File: src/core/dbs_pkg.sv
package dbs_pkg;

  // ****************************************
  // register map (byte addresses)
  // ****************************************
  localparam logic [7:0] CTRL_OFS = 8'h00;
  localparam logic [7:0] SIZE_OFS = 8'h04;
  localparam logic [7:0] STAT_OFS = 8'h08;
  localparam logic [7:0] COUNT_OFS = 8'h0c;

  // ****************************************
  // control fields
  // ****************************************
  localparam int CTRL_EN_BIT = 0;
  localparam int CTRL_REPEAT_BIT = 1;
  localparam int CTRL_BURST_BIT = 2;
  localparam int CTRL_START_BIT = 3;
  localparam logic [3:0] CTRL_RESET = 4'h0;
  localparam logic [15:0] SIZE_RESET = 16'h0000;

  // ****************************************
  // status fields
  // ****************************************
  localparam int STAT_ACTIVE_BIT = 0;
  localparam int STAT_BUSREQ_BIT = 1;
  localparam int STAT_CPUREQ_BIT = 2;
  localparam int STAT_HALTOK_BIT = 3;
  localparam int STAT_HALTED_BIT = 4;
  localparam int STAT_WAIT_BIT = 5;

  // ****************************************
  // timing
  // ****************************************
  localparam logic [3:0] WINDOW_CYCLES = 4'd10;
  localparam logic [3:0] ENGINE_SLOTS = 4'd8;
  localparam logic [1:0] QUIET_CYCLES = 2'd3;

  typedef enum logic [1:0] {ST_IDLE, ST_XFER, ST_CPU} dbs_state_t;

  typedef struct packed {
    logic [31:0] addr;
    logic write;
    logic valid;
  } dbs_req_t;

  typedef struct packed {
    logic cpuReq;
    logic haltReq;
    logic modWait;
  } dbs_sys_in_t;

  typedef struct packed {
    logic engineReq;
    logic engineGrant;
    logic cpuGrant;
    logic haltGrant;
  } dbs_sys_out_t;

endpackage : dbs_pkg

File: src/core/dbs_engine.sv
// Functional notes
// - in repeat mode a finished transfer reloads the size counter and restarts unless enable is clear.
// - in burst-block mode each ten-cycle window gives eight cycles to the engine and two to the core.
// - halt waits until three cycles after any engine transfer the engine no longer requests the bus.
// - halt also waits until the core itself does not request the bus.
// - repeat burst-block with enable kept set requests the bus forever, so halt is never granted.
// - an engine access must not reach a module while it is asserting a wait state.
//
// The placing of the registers and the AHB-Lite register port are this design's own decisions.
`timescale 1ns/1ns
`default_nettype none

module dbs_engine
  import dbs_pkg::*;
(
  // clock and reset
  input wire logic clk,
  input wire logic rst,
  // ahb-lite slave
  input wire logic hsel,
  input wire logic [31:0] haddr,
  input wire logic [1:0] htrans,
  input wire logic hwrite,
  input wire logic [2:0] hsize,
  input wire logic [31:0] hwdata,
  input wire logic hready,
  output logic [31:0] hrdata,
  output logic hreadyout,
  output logic hresp,
  // system side
  input wire dbs_sys_in_t sysIn,
  output dbs_sys_out_t sysOut
);

  // ****************************************
  // bus slave
  // ****************************************
  logic [7:0] addrReg;
  logic wrPendReg;
  logic rdPendReg;
  logic [3:0] ctrlReg;
  logic [15:0] sizeReg;
  logic [15:0] countReg;
  logic [15:0] countNext;
  logic [3:0] slotReg;
  logic [1:0] quietReg;
  logic haltedReg;
  logic [31:0] hrdataReg;
  dbs_state_t stateReg;
  logic addrPhase;
  logic startPulse;
  logic engineReq;
  logic engineGrant;
  logic haltOk;
  logic lastBeat;
  logic reloadNow;
  logic windowEnd;
  logic engineSlotEnd;
  logic startNow;
  logic [31:0] statusWord;

  function automatic logic [31:0] read_mux(input logic [7:0] a, input logic [31:0] st);
    if (a == CTRL_OFS) begin
      read_mux = {28'h0000000, ctrlReg};
    end else if (a == SIZE_OFS) begin
      read_mux = {16'h0000, sizeReg};
    end else if (a == STAT_OFS) begin
      read_mux = st;
    end else if (a == COUNT_OFS) begin
      read_mux = {16'h0000, countReg};
    end else begin
      read_mux = 32'h00000000;
    end
  endfunction : read_mux

  // slot index of the next cycle inside the ten-cycle window
  function automatic logic [3:0] next_slot(input logic [3:0] slot);
    if (slot == WINDOW_CYCLES - 4'd1) begin
      next_slot = 4'h0;
    end else begin
      next_slot = slot + 4'd1;
    end
  endfunction : next_slot

  // true on the granted cycle that moves the last unit of a transfer
  function automatic logic last_beat(input logic grant, input logic [15:0] count);
    last_beat = grant && count == 16'h0001;
  endfunction : last_beat

  // ****************************************
  // status word
  // ****************************************
  always_comb begin
    statusWord = 32'h00000000;
    statusWord[STAT_ACTIVE_BIT] = stateReg != ST_IDLE;
    statusWord[STAT_BUSREQ_BIT] = engineReq;
    statusWord[STAT_CPUREQ_BIT] = sysIn.cpuReq;
    statusWord[STAT_HALTOK_BIT] = haltOk;
    statusWord[STAT_HALTED_BIT] = haltedReg;
    statusWord[STAT_WAIT_BIT] = sysIn.modWait;
  end

  // ****************************************
  // address phase capture
  // ****************************************
  assign addrPhase = hsel && hready && htrans[1];
  assign hreadyout = 1'b1;
  assign hresp = 1'b0;
  assign hrdata = hrdataReg;

  always_ff @(posedge clk) begin
    if (rst) begin
      addrReg <= 8'h00;
      wrPendReg <= 1'b0;
      rdPendReg <= 1'b0;
    end else begin
      if (hready) begin
        addrReg <= haddr[7:0];
        wrPendReg <= addrPhase && hwrite;
        rdPendReg <= addrPhase && !hwrite;
      end
    end
  end

  // read data registered at the address phase edge so it stands in the data phase
  always_ff @(posedge clk) begin
    if (rst) begin
      hrdataReg <= 32'h00000000;
    end else if (addrPhase && !hwrite) begin
      hrdataReg <= read_mux(haddr[7:0], statusWord);
    end
  end

  assign startPulse = wrPendReg && addrReg == CTRL_OFS && hwdata[CTRL_START_BIT]
                      && hwdata[CTRL_EN_BIT];

  // ****************************************
  // control and size registers
  // ****************************************
  // a software write wins over the hardware clear of enable
  always_ff @(posedge clk) begin
    if (rst) begin
      ctrlReg <= CTRL_RESET;
      sizeReg <= SIZE_RESET;
    end else begin
      if (wrPendReg && addrReg == CTRL_OFS) begin
        ctrlReg <= {1'b0, hwdata[2:0]};
      end else if (stateReg == ST_XFER && engineGrant && countReg == 16'h0001
                   && !ctrlReg[CTRL_REPEAT_BIT]) begin
        ctrlReg[CTRL_EN_BIT] <= 1'b0;
      end
      if (wrPendReg && addrReg == SIZE_OFS) begin
        sizeReg <= hwdata[15:0];
      end
    end
  end

  // ****************************************
  // transfer engine
  // ****************************************
  // a cycle is only used when the target module shows no wait state
  assign engineReq = stateReg != ST_IDLE;
  assign engineGrant = stateReg == ST_XFER && !sysIn.modWait;

  assign lastBeat = last_beat(engineGrant, countReg);
  assign reloadNow = lastBeat && ctrlReg[CTRL_REPEAT_BIT] && ctrlReg[CTRL_EN_BIT];
  assign windowEnd = slotReg == WINDOW_CYCLES - 4'd1;
  assign engineSlotEnd = ctrlReg[CTRL_BURST_BIT] && slotReg == ENGINE_SLOTS - 4'd1;
  assign startNow = startPulse && sizeReg != 16'h0000;

  always_comb begin
    countNext = countReg;
    if (reloadNow) begin
      countNext = sizeReg;
    end else if (engineGrant) begin
      countNext = countReg - 16'h0001;
    end
  end

  // ****************************************
  // size counter
  // ****************************************
  always_ff @(posedge clk) begin
    if (rst) begin
      countReg <= 16'h0000;
    end else if (stateReg == ST_IDLE) begin
      if (startNow) begin
        countReg <= sizeReg;
      end
    end else if (stateReg == ST_XFER) begin
      countReg <= countNext;
    end
  end

  // ****************************************
  // window slot counter
  // ****************************************
  // wait-state cycles still use up their slot, so the core keeps its two cycles
  always_ff @(posedge clk) begin
    if (rst) begin
      slotReg <= 4'h0;
    end else if (stateReg == ST_IDLE) begin
      slotReg <= 4'h0;
    end else begin
      slotReg <= next_slot(slotReg);
    end
  end

  // ****************************************
  // channel state
  // ****************************************
  // a reload on the last engine slot still hands the next two cycles to the core
  always_ff @(posedge clk) begin
    if (rst) begin
      stateReg <= ST_IDLE;
    end else begin
      case (stateReg)
        ST_IDLE: begin
          if (startNow) begin
            stateReg <= ST_XFER;
          end
        end
        ST_XFER: begin
          if (lastBeat && !reloadNow) begin
            stateReg <= ST_IDLE;
          end else if (!lastBeat && !ctrlReg[CTRL_EN_BIT]) begin
            stateReg <= ST_IDLE;
          end else if (engineSlotEnd) begin
            stateReg <= ST_CPU;
          end
        end
        ST_CPU: begin
          if (!ctrlReg[CTRL_EN_BIT]) begin
            stateReg <= ST_IDLE;
          end else if (windowEnd) begin
            stateReg <= ST_XFER;
          end
        end
        default: begin
          stateReg <= ST_IDLE;
        end
      endcase
    end
  end

  // ****************************************
  // debug halt gate
  // ****************************************
  always_ff @(posedge clk) begin
    if (rst) begin
      quietReg <= 2'd0;
    end else if (engineReq) begin
      quietReg <= 2'd0;
    end else if (quietReg != QUIET_CYCLES) begin
      quietReg <= quietReg + 2'd1;
    end
  end

  assign haltOk = quietReg == QUIET_CYCLES && !engineReq && !sysIn.cpuReq;

  always_ff @(posedge clk) begin
    if (rst) begin
      haltedReg <= 1'b0;
    end else if (!sysIn.haltReq) begin
      haltedReg <= 1'b0;
    end else if (haltOk) begin
      haltedReg <= 1'b1;
    end
  end

  // ****************************************
  // system side outputs
  // ****************************************
  always_comb begin
    sysOut.engineReq = engineReq;
    sysOut.engineGrant = engineGrant;
    sysOut.cpuGrant = !engineReq || stateReg == ST_CPU;
    sysOut.haltGrant = haltedReg;
  end

endmodule : dbs_engine
`default_nettype wire

File: config.mk
export PLATFORM = sky130hd
export DESIGN_NAME = dbs_engine
export DESIGN_NICKNAME = d
export VERILOG_FILES = /design/src/core/dbs_pkg.sv /design/src/core/dbs_engine.sv
export SDC_FILE = /design/constraint.sdc
export NUM_CORES = 1
export LEC_CHECK = 0
export BUFFER_PORTS_ARGS = -buffer_cell sky130_fd_sc_hd__buf_2
export CAP_MARGIN = 20
export CORE_ASPECT_RATIO = 2
export CORE_MARGIN = 3
export CORE_UTILIZATION = 40
export DETAILED_ROUTE_END_ITERATION = 8
export GPL_ROUTABILITY_DRIVEN = 0
export GPL_TIMING_DRIVEN = 0
export PLACE_DENSITY = 0.64
export REMOVE_ABC_BUFFERS = 1
export SLEW_MARGIN = 15
export SYNTH_ARGS = -nofsm -noshare
export SYNTH_HDL_FRONTEND = slang
export SYNTH_SLANG_ARGS = --single-unit
File: constraint.sdc
create_clock -name clk -period 3.6 [get_ports clk]
set_clock_uncertainty 0.2 [all_clocks]
set_input_delay 0 -clock clk [delete_from_list [all_inputs] [get_ports clk]]
set_output_delay 0 -clock clk [all_outputs]
set_load 0.005 [all_outputs]
Word-level counts from Yosys, hierarchy flattened
Index checks and enable logic that the tools add are counted.
{"block": "op_classes", "add_sub_neg": 3, "eq_ne": 14, "muxes": 18, "bitwise": 1, "reduce_logical": 43}
{"cell": "16-bit two-way mux", "n": 9}
{"cell": "1-bit logical AND", "n": 21}
{"cell": "16-bit by 1-bit equality test with 1-bit output (second input constant)", "n": 1}
{"cell": "8-bit by 3-bit equality test with 1-bit output (second input constant)", "n": 2}
{"cell": "8-bit by 4-bit equality test with 1-bit output (second input constant)", "n": 2}
{"cell": "8-bit zero test", "n": 2}
{"cell": "16-bit nonzero test", "n": 1}
{"cell": "16-bit by 1-bit subtractor with 16-bit output (second input constant)", "n": 1}
{"cell": "2-bit two-way mux", "n": 6}
{"cell": "1-bit zero test", "n": 8}
{"cell": "2-bit one-hot mux with 3 select lines", "n": 1}
{"cell": "3-bit AND reduction", "n": 2}
{"cell": "2-bit nonzero test", "n": 3}
{"cell": "4-bit by 1-bit adder with 4-bit output (second input constant)", "n": 1}
{"cell": "2-bit equality test (second input constant)", "n": 2}
{"cell": "4-bit by 3-bit equality test with 1-bit output (second input constant)", "n": 1}
{"cell": "4-bit equality test (second input constant)", "n": 1}
{"cell": "2-bit != test (second input constant)", "n": 2}
{"cell": "4-bit by 2-bit != test with 1-bit output (second input constant)", "n": 1}
{"cell": "2-bit OR reduction", "n": 2}
{"cell": "3-bit != test (second input constant)", "n": 1}
{"cell": "3-bit nonzero test", "n": 1}
{"cell": "3-bit OR reduction", "n": 1}
{"cell": "2-bit by 1-bit adder with 2-bit output (second input constant)", "n": 1}
{"cell": "other kinds (5)", "n": 6}
{"block": "totals", "register_bits": 85, "in_bits": 77, "out_inout_bits": 38, "word_cells": 90}

Logic depth before layout (Yosys ltp)
Gate-level depths: netlist (run 1).
{"block": "logic_depth", "depth_word": 9, "depth_mapped": 9}

Least setup slack after synthesis (run 1)
No wires, ideal clock.
{"block": "synth_timing", "path_kind": "register -> register", "startpoint": "register countReg[0]", "endpoint": "register countReg[13]", "setup_time_ns": 0.114, "arrival_time_ns": 1.805, "path_slack_ns": 1.481, "stages_incl_launch_ff": 6, "n_path_buf": 0, "synth_period_minus_slack_ns": 2.119, "cell_sequence": "dfxtp_1 > or4_1 > or2_1 > o31ai_1 > a2bb2o_4 > a21o_1"}
{"block": "synth_via", "elab_chain_cells": 7, "word_cells_on_any_way": 11, "cone_classes": "add/sub (1); eq/ne (1); mux (4); reduce/logical (5)"}
{"element": "start: declaration", "line_no": "dbs_engine.sv:43", "text": "logic [15:0] countReg;"}
{"element": "start signal: assignment", "line_no": "dbs_engine.sv:188", "text": "countReg <= sizeReg;"}
{"element": "start signal: assignment", "line_no": "dbs_engine.sv:191", "text": "countReg <= countNext;"}
{"element": "branches (longest 7 deep; another with 16-bit by 1-bit subtractor with 16-bit output)"}
Parallel ways; which one is timed is not known. The select of a mux whose other input is x is not followed.
A chain may end at the register's enable or synchronous reset.

Worst setup path after layout (run 1)
{"block": "layout_timing", "startpoint": "register stateReg[0]", "endpoint": "register countReg[2]"}
{"block": "layout_via", "elab_chain_cells": 8, "word_cells_on_any_way": 13, "cone_classes": "eq/ne (2); mux (3); reduce/logical (8)"}
{"element": "start: declaration", "line_no": "dbs_engine.sv:49", "text": "dbs_state_t stateReg;"}
{"element": "start signal: assignment", "line_no": "dbs_engine.sv:215", "text": "stateReg <= ST_IDLE;"}
{"element": "start signal: assignment", "line_no": "dbs_engine.sv:220", "text": "stateReg <= ST_XFER;"}
{"element": "start signal: assignment", "line_no": "dbs_engine.sv:225", "text": "stateReg <= ST_IDLE;"}
{"element": "2-bit by 1-bit equality test with 1-bit output", "line_no": "dbs_engine.sv:163, dbs_engine.sv:190"}
{"element": "1-bit logical AND", "line_no": "dbs_engine.sv:163", "text": "assign engineGrant = stateReg == ST_XFER && !sysIn.modWait;"}
{"element": "1-bit logical AND", "line_no": "dbs_engine.sv:87", "text": "last_beat = grant && count == 16'h0001;"}
{"element": "1-bit logical AND (2 in series)", "line_no": "dbs_engine.sv:166", "text": "assign reloadNow = lastBeat && ctrlReg[CTRL_REPEAT_BIT] && ctrlReg[CTRL_EN_BIT];"}
{"element": "16-bit two-way mux", "line_no": "dbs_engine.sv:173", "text": "if (reloadNow) begin"}
{"element": "16-bit two-way mux", "line_no": "dbs_engine.sv:190", "text": "end else if (stateReg == ST_XFER) begin"}
{"element": "16-bit two-way mux", "line_no": "dbs_engine.sv:186", "text": "end else if (stateReg == ST_IDLE) begin"}
Parallel ways exist; a longest one is shown, timed or not. The select of a mux whose other input is x is not followed.

==> impl_metrics.py, run 1 <==
metrics = {
    "status": {
        "outcome": "finished, final reports clean",
    },
    "timing": {
        "hold_viol_final": 0,
        "slew_headroom": 0.3315,
        "rsz0062_at_grt": "false",
        "period_needed_ns": 2.854,
        "setup_violations": 0,
        "hold_ws_ns": 0.09593,
        "worst_pin_slew_ns": 1.000,
        "final_max_slew_viol_count": 0,
        "max_freq_mhz": 350.4,
        "timing.final.ws_setup_ns": 0.7461,
        "fin_crit_sh": 0.7927,
        "fin_tns_setup_ns": 0,
    },
    "pwr": {
        "p_int_mw": 1.372,
        "power_frac_seq": 0.451,
        "p_clk_frac": 0.480,
        "p_sw_mw": 0.3645,
        "power.density_nw_per_um2": 397.1,
        "p_comb_frac": 0.069,
        "p_leak_nw": 2.027,
        "swShare": 0.2099,
        "ir_drop_mv": 0.3874,
    },
    "critical_path": {
        "worstPathCellList": "nor2_1, inv_1, nor3_1, and3_1, nor2_1, nor2_2, a211o_1",
        "worstPathMaxFanout": 11,
        "slowest_stage": "nor2_1",
        "crit_required_ns": 3.68,
        "crit_path_start_kind": "flop",
        "cp_data_arrival_time_ns": 2.93,
        "worst_setup_path_end_kind": "flop",
        "critical_path.max_stage_delay_ns": 0.48,
        "startpoint": "stateReg[0]$_SDFFE_PP0P_",
        "r2r-start": "stateReg[0]$_SDFFE_PP0P_",
        "path_class": "reg2reg",
        "crit_buf_inv": 1,
        "path_common_cell": "nor2_1",
        "cp_top_family": "simple AND/OR/NAND/NOR gates",
    },
    "logic_synthesis": {
        "synth-seq-cells": 69,
        "synth_cells": 385,
        "synthArstFlopShare": 0,
        "syn-cell-area_um2": 3478,
        "synth_seq_area_share": 0.3971,
        "yosys_warnings": 0,
        "avgSynthCellArea_um2": 9.035,
        "synthTopCellsByCount": "dfxtp_1 (69), nor2_1 (63), mux2i_1 (28)",
        "yosys_most_used_dff": "dfxtp_1",
        "synth_area_leader_cell": "dfxtp_1",
        "synth_edf_count": 0,
        "ys_types": 64,
        "synth.top_cell.area_share": 0.3971,
        "synthTopCellsByArea": "dfxtp_1 (40%), mux2i_1 (8.1%), nor2_1 (6.8%), a22o_1 (5.5%), buf_4 (4.7%)",
        "synth_most_common_cell": "dfxtp_1",
    },
    "die": {
        "placementRows": 47,
        "start_util": 0.4165,
        "core-area_um2": 8351,
        "dieArea_um2": 9919,
        "dieHeight_um": 137.9,
        "dieWidth_um": 71.94,
        "io-pin-count": 115,
    },
    "min_path": {
        "hold_start": "rst",
        "holdCritPathClass": "in2reg",
    },
    "cts": {
        "cts_tree": "yes",
        "clk_latency_ns": 0.33,
        "cts_setup_buffers": 0,
        "ctsHoldBuffers": 39,
        "cts-htree-levels": 3,
        "clkTransAtPathRegs_ns": 0.05,
        "ctsResizeCount": 0,
        "root_buffer": "clkbuf_16",
        "clock-sinks": 69,
        "clock_path_buffers": 2,
        "numCtsBuffers": 9,
    },
    "layout": {
        "area_growth_pct": 25.72,
        "n_antenna_cell": 0,
        "fill_cells": 806,
        "drive_above_1_share": 0.1774,
        "finalNetCount": 547,
        "finalNonFillerCells": 566,
    },
    "detailed_routing": {
        "dr.first_iter.drc_count": 184,
        "drtPass1Iterations": 6,
        "viasPerCell": 5.733,
        "drc": 0,
        "wl_per_cell_um": 17.35,
        "antenna_left": 0,
        "num_vias": 3245,
        "routed_wl_um": 9822,
    },
    "placement": {
        "place_inst": 513,
        "dp_slack_ns": 0.8097,
        "place_hpwl_um": 7269,
        "io_buffer_count": 52,
    },
    "grt": {
        "grt_pass1_vias": 3176,
        "grt-ovfl-total": 0,
        "grt_start_max_net_pins": 52,
        "track_usage": 0.2107,
        "antenna_found_initial": 0,
        "grt_pass1_wl_um": 15800,
    },
    "job": {
        "maxCapViolCount": 0,
    },
}
power groups by stage:
stage	clock network (mW)	registers [mW]	logic (mW)
global placement	0	0.799	0.0815
global route	0.889	0.784	0.134
finish	0.833	0.784	0.120
floorplan	0	0.797	0.0401
CTS	0.853	0.783	0.119
detailed placement	0	0.799	0.0841
state kept, by name, summed over array words and instances, names as in the netlist:
| name | cells |
|---|---|
| countReg | 16 |
| hrdata | 16 |
| sizeReg | 16 |
| addrReg | 8 |
| slotReg | 4 |
| ctrlReg | 3 |
| quietReg | 2 |
| stateReg | 2 |
| haltedReg | 1 |
| wrPendReg | 1 |
per-layer routing:
layer  vias up  track usage  share of wire
met4         0       0.1559          0.065
met5         -            0              0
li1       1540            -              -
met2       122       0.3776           0.54
met3        50      0.04064          0.044
met1      1533       0.2103           0.35
layout by cell type (no fill, tap or decap), types with 3 or more instances in the layout:
master	netlist	final
nor2_1	63	63
clkbuf_16	0	9
nand2_1	19	19
a22o_1	22	22
or4_1	3	3
a21o_1	8	8
or3_1	4	4
inv_1	8	8
a21oi_1	4	4
nand4_1	3	3
nor4_1	8	8
buf_2	4	53
o41ai_1	3	3
dfxtp_1	69	69
nand3_1	8	8
conb_1	2	18
mux4_2	3	3
a22oi_1	6	6
o32ai_1	4	4
dlygate4sd3_1	0	39
nor3_1	11	11
ha_1	5	5
mux2i_1	28	28
nor3b_1	4	3
o21ai_0	8	8
clkbuf_8	0	4
kinds of logic after synthesis:
logic type      share of synthesized area
buf+inv                           0.07914
flops                              0.3971
xor+xnor                         0.007555
fa+ha+maj                         0.01799
other cells                      0.002159
mux                                0.1065
compound gates                     0.1853
simple gates                       0.2043
final timing paths:
| path | slack, ns | cells after the start | endpoint |
|---|---|---|---|
| hold / removal | 0.1 | 2 | sizeReg[5]$_SDFFE_PP0P_ |
| hold reg to reg | 0.27 | 1 | slotReg[0]$_SDFF_PP0_ |
| setup / recovery | 0.75 | 7 | countReg[2]$_SDFFE_PP0P_ |
| setup reg to reg | 0.75 | 7 | countReg[2]$_SDFFE_PP0P_ |
per-stage QoR:
stage | utilization | area (µm²) | power, mW
global placement | 0.4416 | 3687 | 0.8801
CTS | 0.5237 | 4373 | 1.755
finish | 0.5237 | 4373 | 1.736
global route | 0.5237 | 4373 | 1.807
detailed placement | 0.4428 | 3697 | 0.8836
floorplan | - | 3304 | 0.8374
layout make-up:
cell class | count | area, µm² | area share
multi-input cells | 282 | 1887 | 0.4315
flip-flops and latches | 69 | 1381 | 0.3159
repair buffers | 92 | 655.6 | 0.1499
clock buffers | 13 | 280.3 | 0.06409
well taps | 98 | 122.6 | 0.02804
inverters | 11 | 41.29 | 0.009442
clock inverters | 1 | 5.005 | 0.001144
No activity file was read; power rests on OpenSTA's default activity.
==> run 2, diff against run 1 <==
Settings changed: ABC_AREA set to 1, PLACE_DENSITY 0.64 to 0.63.
Clock period 3.6 ns to 2.75 ns, I/O delays scaled along.
==> impl_metrics.py, run 2 <==
metrics = {
    "status": {
        "outcome": "finished, violations left",
        "violations": "negative hold slack",
    },
    "timing": {
        "fin_crit_sh": 0.8925,
        "setup_violations": 0,
        "fin_tns_setup_ns": 0,
        "hold_viol_final": 1,
        "hold_ws_ns": -0.0004682,
        "slew_headroom": 0.4566,
        "max_freq_mhz": 407.4,
        "final_max_slew_viol_count": 0,
        "rsz0062_at_grt": "false",
        "period_needed_ns": 2.454,
        "worst_pin_slew_ns": 0.8128,
    },
    "cts": {
        "ctsResizeCount": 0,
        "numCtsBuffers": 9,
        "root_buffer": "clkbuf_16",
        "cts-htree-levels": 3,
        "cts_tree": "yes",
        "clock-sinks": 69,
        "clock_path_buffers": 2,
        "ctsHoldBuffers": 42,
        "clk_latency_ns": 0.34,
        "clkTransAtPathRegs_ns": 0.05,
        "cts_setup_buffers": 0,
    },
    "logic_synthesis": {
        "synth_edf_count": 0,
        "avgSynthCellArea_um2": 6.870,
        "ys_types": 39,
        "syn-cell-area_um2": 3792,
        "yosys_most_used_dff": "dfxtp_1",
        "synth_seq_area_share": 0.3642,
        "yosys_warnings": 0,
        "synth_area_leader_cell": "dfxtp_1",
        "synthTopCellsByArea": "dfxtp_1 (36%), nand2_1 (10%), nor2_1 (8.8%), o21ai_0 (6.3%), a21oi_1 (5.3%)",
        "synth-seq-cells": 69,
        "synthArstFlopShare": 0,
        "synthTopCellsByCount": "nand2_1 (106), nor2_1 (89), dfxtp_1 (69)",
        "synth_cells": 552,
        "synth_most_common_cell": "nand2_1",
        "synth.top_cell.area_share": 0.3642,
    },
    "grt": {
        "grt-ovfl-total": 0,
        "grt_start_max_net_pins": 26,
        "track_usage": 0.2120,
        "antenna_found_initial": 0,
        "grt_pass1_vias": 3695,
        "grt_pass1_wl_um": 17360,
    },
    "pwr": {
        "p_comb_frac": 0.343,
        "ir_drop_mv": 0.4959,
        "swShare": 0.3592,
        "p_clk_frac": 0.312,
        "p_leak_nw": 2.166,
        "p_int_mw": 2.159,
        "power_frac_seq": 0.345,
        "p_sw_mw": 1.210,
        "power.density_nw_per_um2": 718.9,
        "report.power.total_mw": 3.368,
    },
    "critical_path": {
        "path_class": "reg2reg",
        "reg2regPathDepth": 6,
        "crit_path_start_kind": "flop",
        "crit_required_ns": 2.81,
        "worstPathMaxFanout": 22,
        "rrSetupSlack_ns": 0.30,
        "worst_setup_path_end_kind": "flop",
        "r2r-start": "wrPendReg$_SDFFE_PP0P_",
        "cp_data_arrival_time_ns": 2.52,
        "r2r_end": "sizeReg[3]$_SDFFE_PP0P_",
    },
    "die": {
        "dieWidth_um": 74.85,
        "dieHeight_um": 143.7,
        "start_util": 0.4151,
        "dieArea_um2": 10760,
        "placementRows": 49,
        "core-area_um2": 9135,
        "io-pin-count": 115,
    },
    "detailed_routing": {
        "wl_per_cell_um": 14.09,
        "drtPass1Iterations": 4,
        "num_vias": 3691,
        "viasPerCell": 4.995,
        "antenna_left": 0,
        "dr.first_iter.drc_count": 246,
        "drc": 0,
        "routed_wl_um": 10410,
    },
    "layout": {
        "finalNetCount": 716,
        "n_antenna_cell": 0,
        "final_cell_mix": "nand2_1 (106), nor2_1 (88), dfxtp_1 (69)",
        "fill_cells": 889,
        "layout_commonest_cell": "nand2_1",
        "drive_above_1_share": 0.1586,
        "area_growth_pct": 23.56,
    },
    "min_path": {
        "hold_path_end": "hrdata[14]$_SDFFE_PP0P_",
        "holdPathStages": 5,
        "hold_start": "htrans[1]",
        "holdCritPathClass": "in2reg",
    },
    "job": {
        "maxCapViolCount": 0,
    },
    "placement": {
        "place_hpwl_um": 7734,
        "io_buffer_count": 52,
    },
}
## run 2: changes by cell type in the layout (fill, tap and decap cells not counted), sizes merged, moves of 8 or more
cell   delta
nor3      -9
a22o     -22
nor2     +33
o21ai    +48
inv      +42
mux2i    -28
a21o      -8
nor4      -9
nand3    +22
a21oi    +36
nand2    +96
## run 2: how the worst max path moves through the flow
stage / startpoint / end
after floorplan: addrReg[0]$_SDFFE_PP0P_ / sizeReg[0]$_SDFFE_PP0P_
after global placement: hready / hrdata[0]$_SDFFE_PP0P_
after detailed placement: hready / hrdata[1]$_SDFFE_PP0P_
after CTS: hwrite / hrdata[1]$_SDFFE_PP0P_
after global routing: wrPendReg$_SDFFE_PP0P_ / sizeReg[3]$_SDFFE_PP0P_
final: wrPendReg$_SDFFE_PP0P_ / sizeReg[3]$_SDFFE_PP0P_
## run 2: final cells by class
| cell class | count | area (µm²) | area share |
|---|---|---|---|
| inverter | 53 | 198.9 | 0.04246 |
| tap | 102 | 127.6 | 0.02724 |
| clock buffer | 12 | 256.5 | 0.05474 |
| clock inverter | 2 | 10.01 | 0.002136 |
| timing repair buffer | 95 | 708.2 | 0.1511 |
| sequential | 69 | 1381 | 0.2948 |
| multi-input combinational | 406 | 2003 | 0.4275 |
## run 2: cell families (layout without fill, tap and decap cells)
kind of cell | after synthesis | after routing | synth area share
DFF | 69 | 69 | 0.3642
AOI/OAI and AO/OA | 108 | 108 | 0.1544
adders and majority gates | 5 | 5 | 0.01650
buffers and inverters | 93 | 162 | 0.1240
xor gates and xnor gates | 14 | 14 | 0.03233
other | 2 | 18 | 0.001980
and+or+nand+nor | 261 | 261 | 0.3065
## run 2: power by group through the flow
stage	sequential, mW	clock (mW)	combinational [mW]
detailed placement	1.18	0	1.10
finish	1.16	1.05	1.16
CTS	1.16	1.07	1.16
floorplan	1.16	0	0.860
global placement	1.18	0	1.08
global route	1.17	1.11	1.31
## run 2: critical path: stages, from the launching register on
cell	delay (ns)
dfxtp_1	0.33
nor3b_2	0.22
and2_1	0.18
nand3_1	0.57
inv_1	0.60
o21ai_0	0.14
a21oi_1	0.14
## run 2: metal layers
| layer | global-route usage | share of wire | vias up |
|---|---|---|---|
| met1 | 0.2228 | 0.37 | 1668 |
| met4 | 0.1163 | 0.045 | 0 |
| met5 | 0 | 0 | - |
| met2 | 0.3776 | 0.55 | 88 |
| li1 | - | - | 1906 |
| met3 | 0.04342 | 0.036 | 29 |
## run 2: metrics by stage
step                      utilization  area (µm²)  hold slack (ns)  worst slack [ns]  std cells
final                          0.5129        4686       -0.0004682            0.2956        739
after CTS                      0.5127        4683           0.1321            0.2652        739
after floorplan                     -        3581          -0.1309            0.9406        528
after global placement         0.4345        3969          0.03928            0.2525        682
after detailed placement       0.4375        3996          0.03428            0.2029        683
after global routing           0.5129        4686          0.06566           0.06318        739
==> run 3, diff against run 2 <==
--- a/config.mk
+++ b/config.mk
@@ -13,2 +13,3 @@
 export CORE_UTILIZATION = 40
+export CTS_CLUSTER_SIZE = 14
 export DETAILED_ROUTE_END_ITERATION = 8
==> constraint.sdc (replaced) <==
create_clock -name clk -period 2.75 [get_ports clk]
set_clock_uncertainty 0.2 [all_clocks]
set_input_delay 0.1375 -clock clk [delete_from_list [all_inputs] [get_ports clk]]
set_output_delay 0.1375 -clock clk [all_outputs]
set_load 0.005 [all_outputs]
==> impl_metrics.py, run 3 (synthesis gave the netlist of run 2 again) <==
metrics = {
    "status": {
        "outcome": "finished, final reports clean",
    },
    "critical_path": {
        "worstPathCellList": "nor3b_2, and2_1, nand3_1, inv_1, o21ai_0, a21oi_1",
        "path_class": "reg2reg",
        "slowest_stage": "inv_1",
        "cp_top_family": "simple AND/OR/NAND/NOR gates",
        "reg2regPathDepth": 6,
        "crit_path_start_kind": "flop",
        "worstPathMaxFanout": 22,
        "crit_buf_inv": 1,
        "cp_data_arrival_time_ns": 2.53,
        "critical_path.max_stage_delay_ns": 0.62,
        "rrSetupSlack_ns": 0.28,
        "r2r_end": "sizeReg[3]$_SDFFE_PP0P_",
        "crit_required_ns": 2.81,
        "worst_setup_path_end_kind": "flop",
        "r2r-start": "wrPendReg$_SDFFE_PP0P_",
    },
    "layout": {
        "layout_commonest_cell": "nand2_1",
        "n_antenna_cell": 0,
        "final_cell_mix": "nand2_1 (106), nor2_1 (88), dfxtp_1 (69)",
        "drive_above_1_share": 0.1606,
        "area_growth_pct": 21.45,
        "finalNetCount": 708,
    },
    "grt": {
        "grt_start_max_net_pins": 26,
        "antenna_found_initial": 0,
        "grt-busiest-layer": "met2",
        "track_usage": 0.2095,
        "grt-ovfl-total": 0,
        "use_met2": 0.3717,
        "met1_usage": 0.2233,
        "grt_pass1_wl_um": 17140,
        "grt_pass1_vias": 3636,
        "met3_usage": 0.03641,
    },
    "pwr": {
        "p_leak_nw": 2.125,
        "power.density_nw_per_um2": 729.9,
        "ir_drop_mv": 0.4981,
        "report.power.total_mw": 3.362,
    },
    "cts": {
        "cts_tree": "yes",
        "root_buffer": "clkbuf_16",
        "clock-sinks": 69,
        "cts-htree-levels": 3,
        "clkTransAtPathRegs_ns": 0.05,
        "cts_setup_buffers": 0,
        "clk_latency_ns": 0.33,
        "numCtsBuffers": 9,
        "clock_path_buffers": 2,
    },
    "min_path": {
        "hold_path_end": "ctrlReg[0]$_SDFFE_PP0P_",
        "holdPathStages": 2,
        "holdCritPathClass": "in2reg",
        "hold_start": "rst",
    },
    "timing": {
        "worst_pin_slew_ns": 0.8231,
        "final_max_slew_viol_count": 0,
        "slew_headroom": 0.4497,
        "hold_ws_ns": 0.03216,
        "fin_crit_sh": 0.8986,
        "timing.final.ws_setup_ns": 0.2788,
        "period_needed_ns": 2.471,
        "hold_viol_final": 0,
        "rsz0062_at_grt": "false",
        "fin_tns_setup_ns": 0,
        "max_freq_mhz": 404.7,
        "setup_violations": 0,
    },
    "placement": {
        "io_buffer_count": 52,
        "place_hpwl_um": 7734,
        "dp_slack_ns": 0.06542,
    },
    "detailed_routing": {
        "drc": 0,
        "antenna_left": 0,
        "wl_per_cell_um": 14.21,
        "routed_wl_um": 10380,
        "dr.first_iter.drc_count": 239,
        "viasPerCell": 5.053,
        "num_vias": 3694,
        "drtPass1Iterations": 4,
    },
    "die": {
        "dieArea_um2": 10760,
        "io-pin-count": 115,
        "core-area_um2": 9135,
        "dieWidth_um": 74.85,
        "placementRows": 49,
        "start_util": 0.4151,
        "dieHeight_um": 143.7,
    },
    "job": {
        "maxCapViolCount": 0,
    },
}
[run 3: cell types whose count changed in the layout (fill, tap and decap cells not counted), sizes merged]
cell         change
dlygate4sd3      -8
[run 3: layout make-up]
class                           count  area (µm²)
Tap cell                          102       127.6
Sequential cell                    69        1381
Fill cell                         904        4529
Clock buffer                       12       256.5
Inverter                           53       198.9
Clock inverter                      2       10.01
Timing Repair Buffer               87       628.1
Multi-Input combinational cell    406        2003
[run 3: what timing repair did]
action / in CTS / in global routing
resized for setup: 0 / 0
hold buffers: 34 / 0
hold endpoints to repair: 28 / 0
[run 3: how the worst max path moves through the flow]
stage	start	endpoint	slack (ns)	cells after the start
global route	wrPendReg$_SDFFE_PP0P_	sizeReg[3]$_SDFFE_PP0P_	0.07	6
floorplan	addrReg[0]$_SDFFE_PP0P_	sizeReg[0]$_SDFFE_PP0P_	0.94	6
finish	wrPendReg$_SDFFE_PP0P_	sizeReg[3]$_SDFFE_PP0P_	0.28	6
detailed placement	hready	hrdata[1]$_SDFFE_PP0P_	0.07	6
global placement	hready	hrdata[0]$_SDFFE_PP0P_	0.12	6
CTS	hwrite	hrdata[1]$_SDFFE_PP0P_	0.13	6
[run 3: where the power goes]
group          total (mW)  switching, mW  internal (mW)
logic                1.15          0.721          0.428
registers            1.16         0.0850           1.08
clock network        1.05          0.404          0.645
[run 3: per-stage QoR]
step	instances	utilization	area [µm²]
global route	731	0.5042	4606
finish	731	0.5042	4606
CTS	731	0.5039	4603
global placement	682	0.4345	3969
floorplan	528	-	3581
detailed placement	683	0.4375	3996
[run 3: routing by layer]
metal  vias to the layer above  routed length [µm]
li1                       1887                   -
met4                         0                 447
met5                         -                   0
met3                        28                 405
met1                      1682                3886
met2                        97                5646
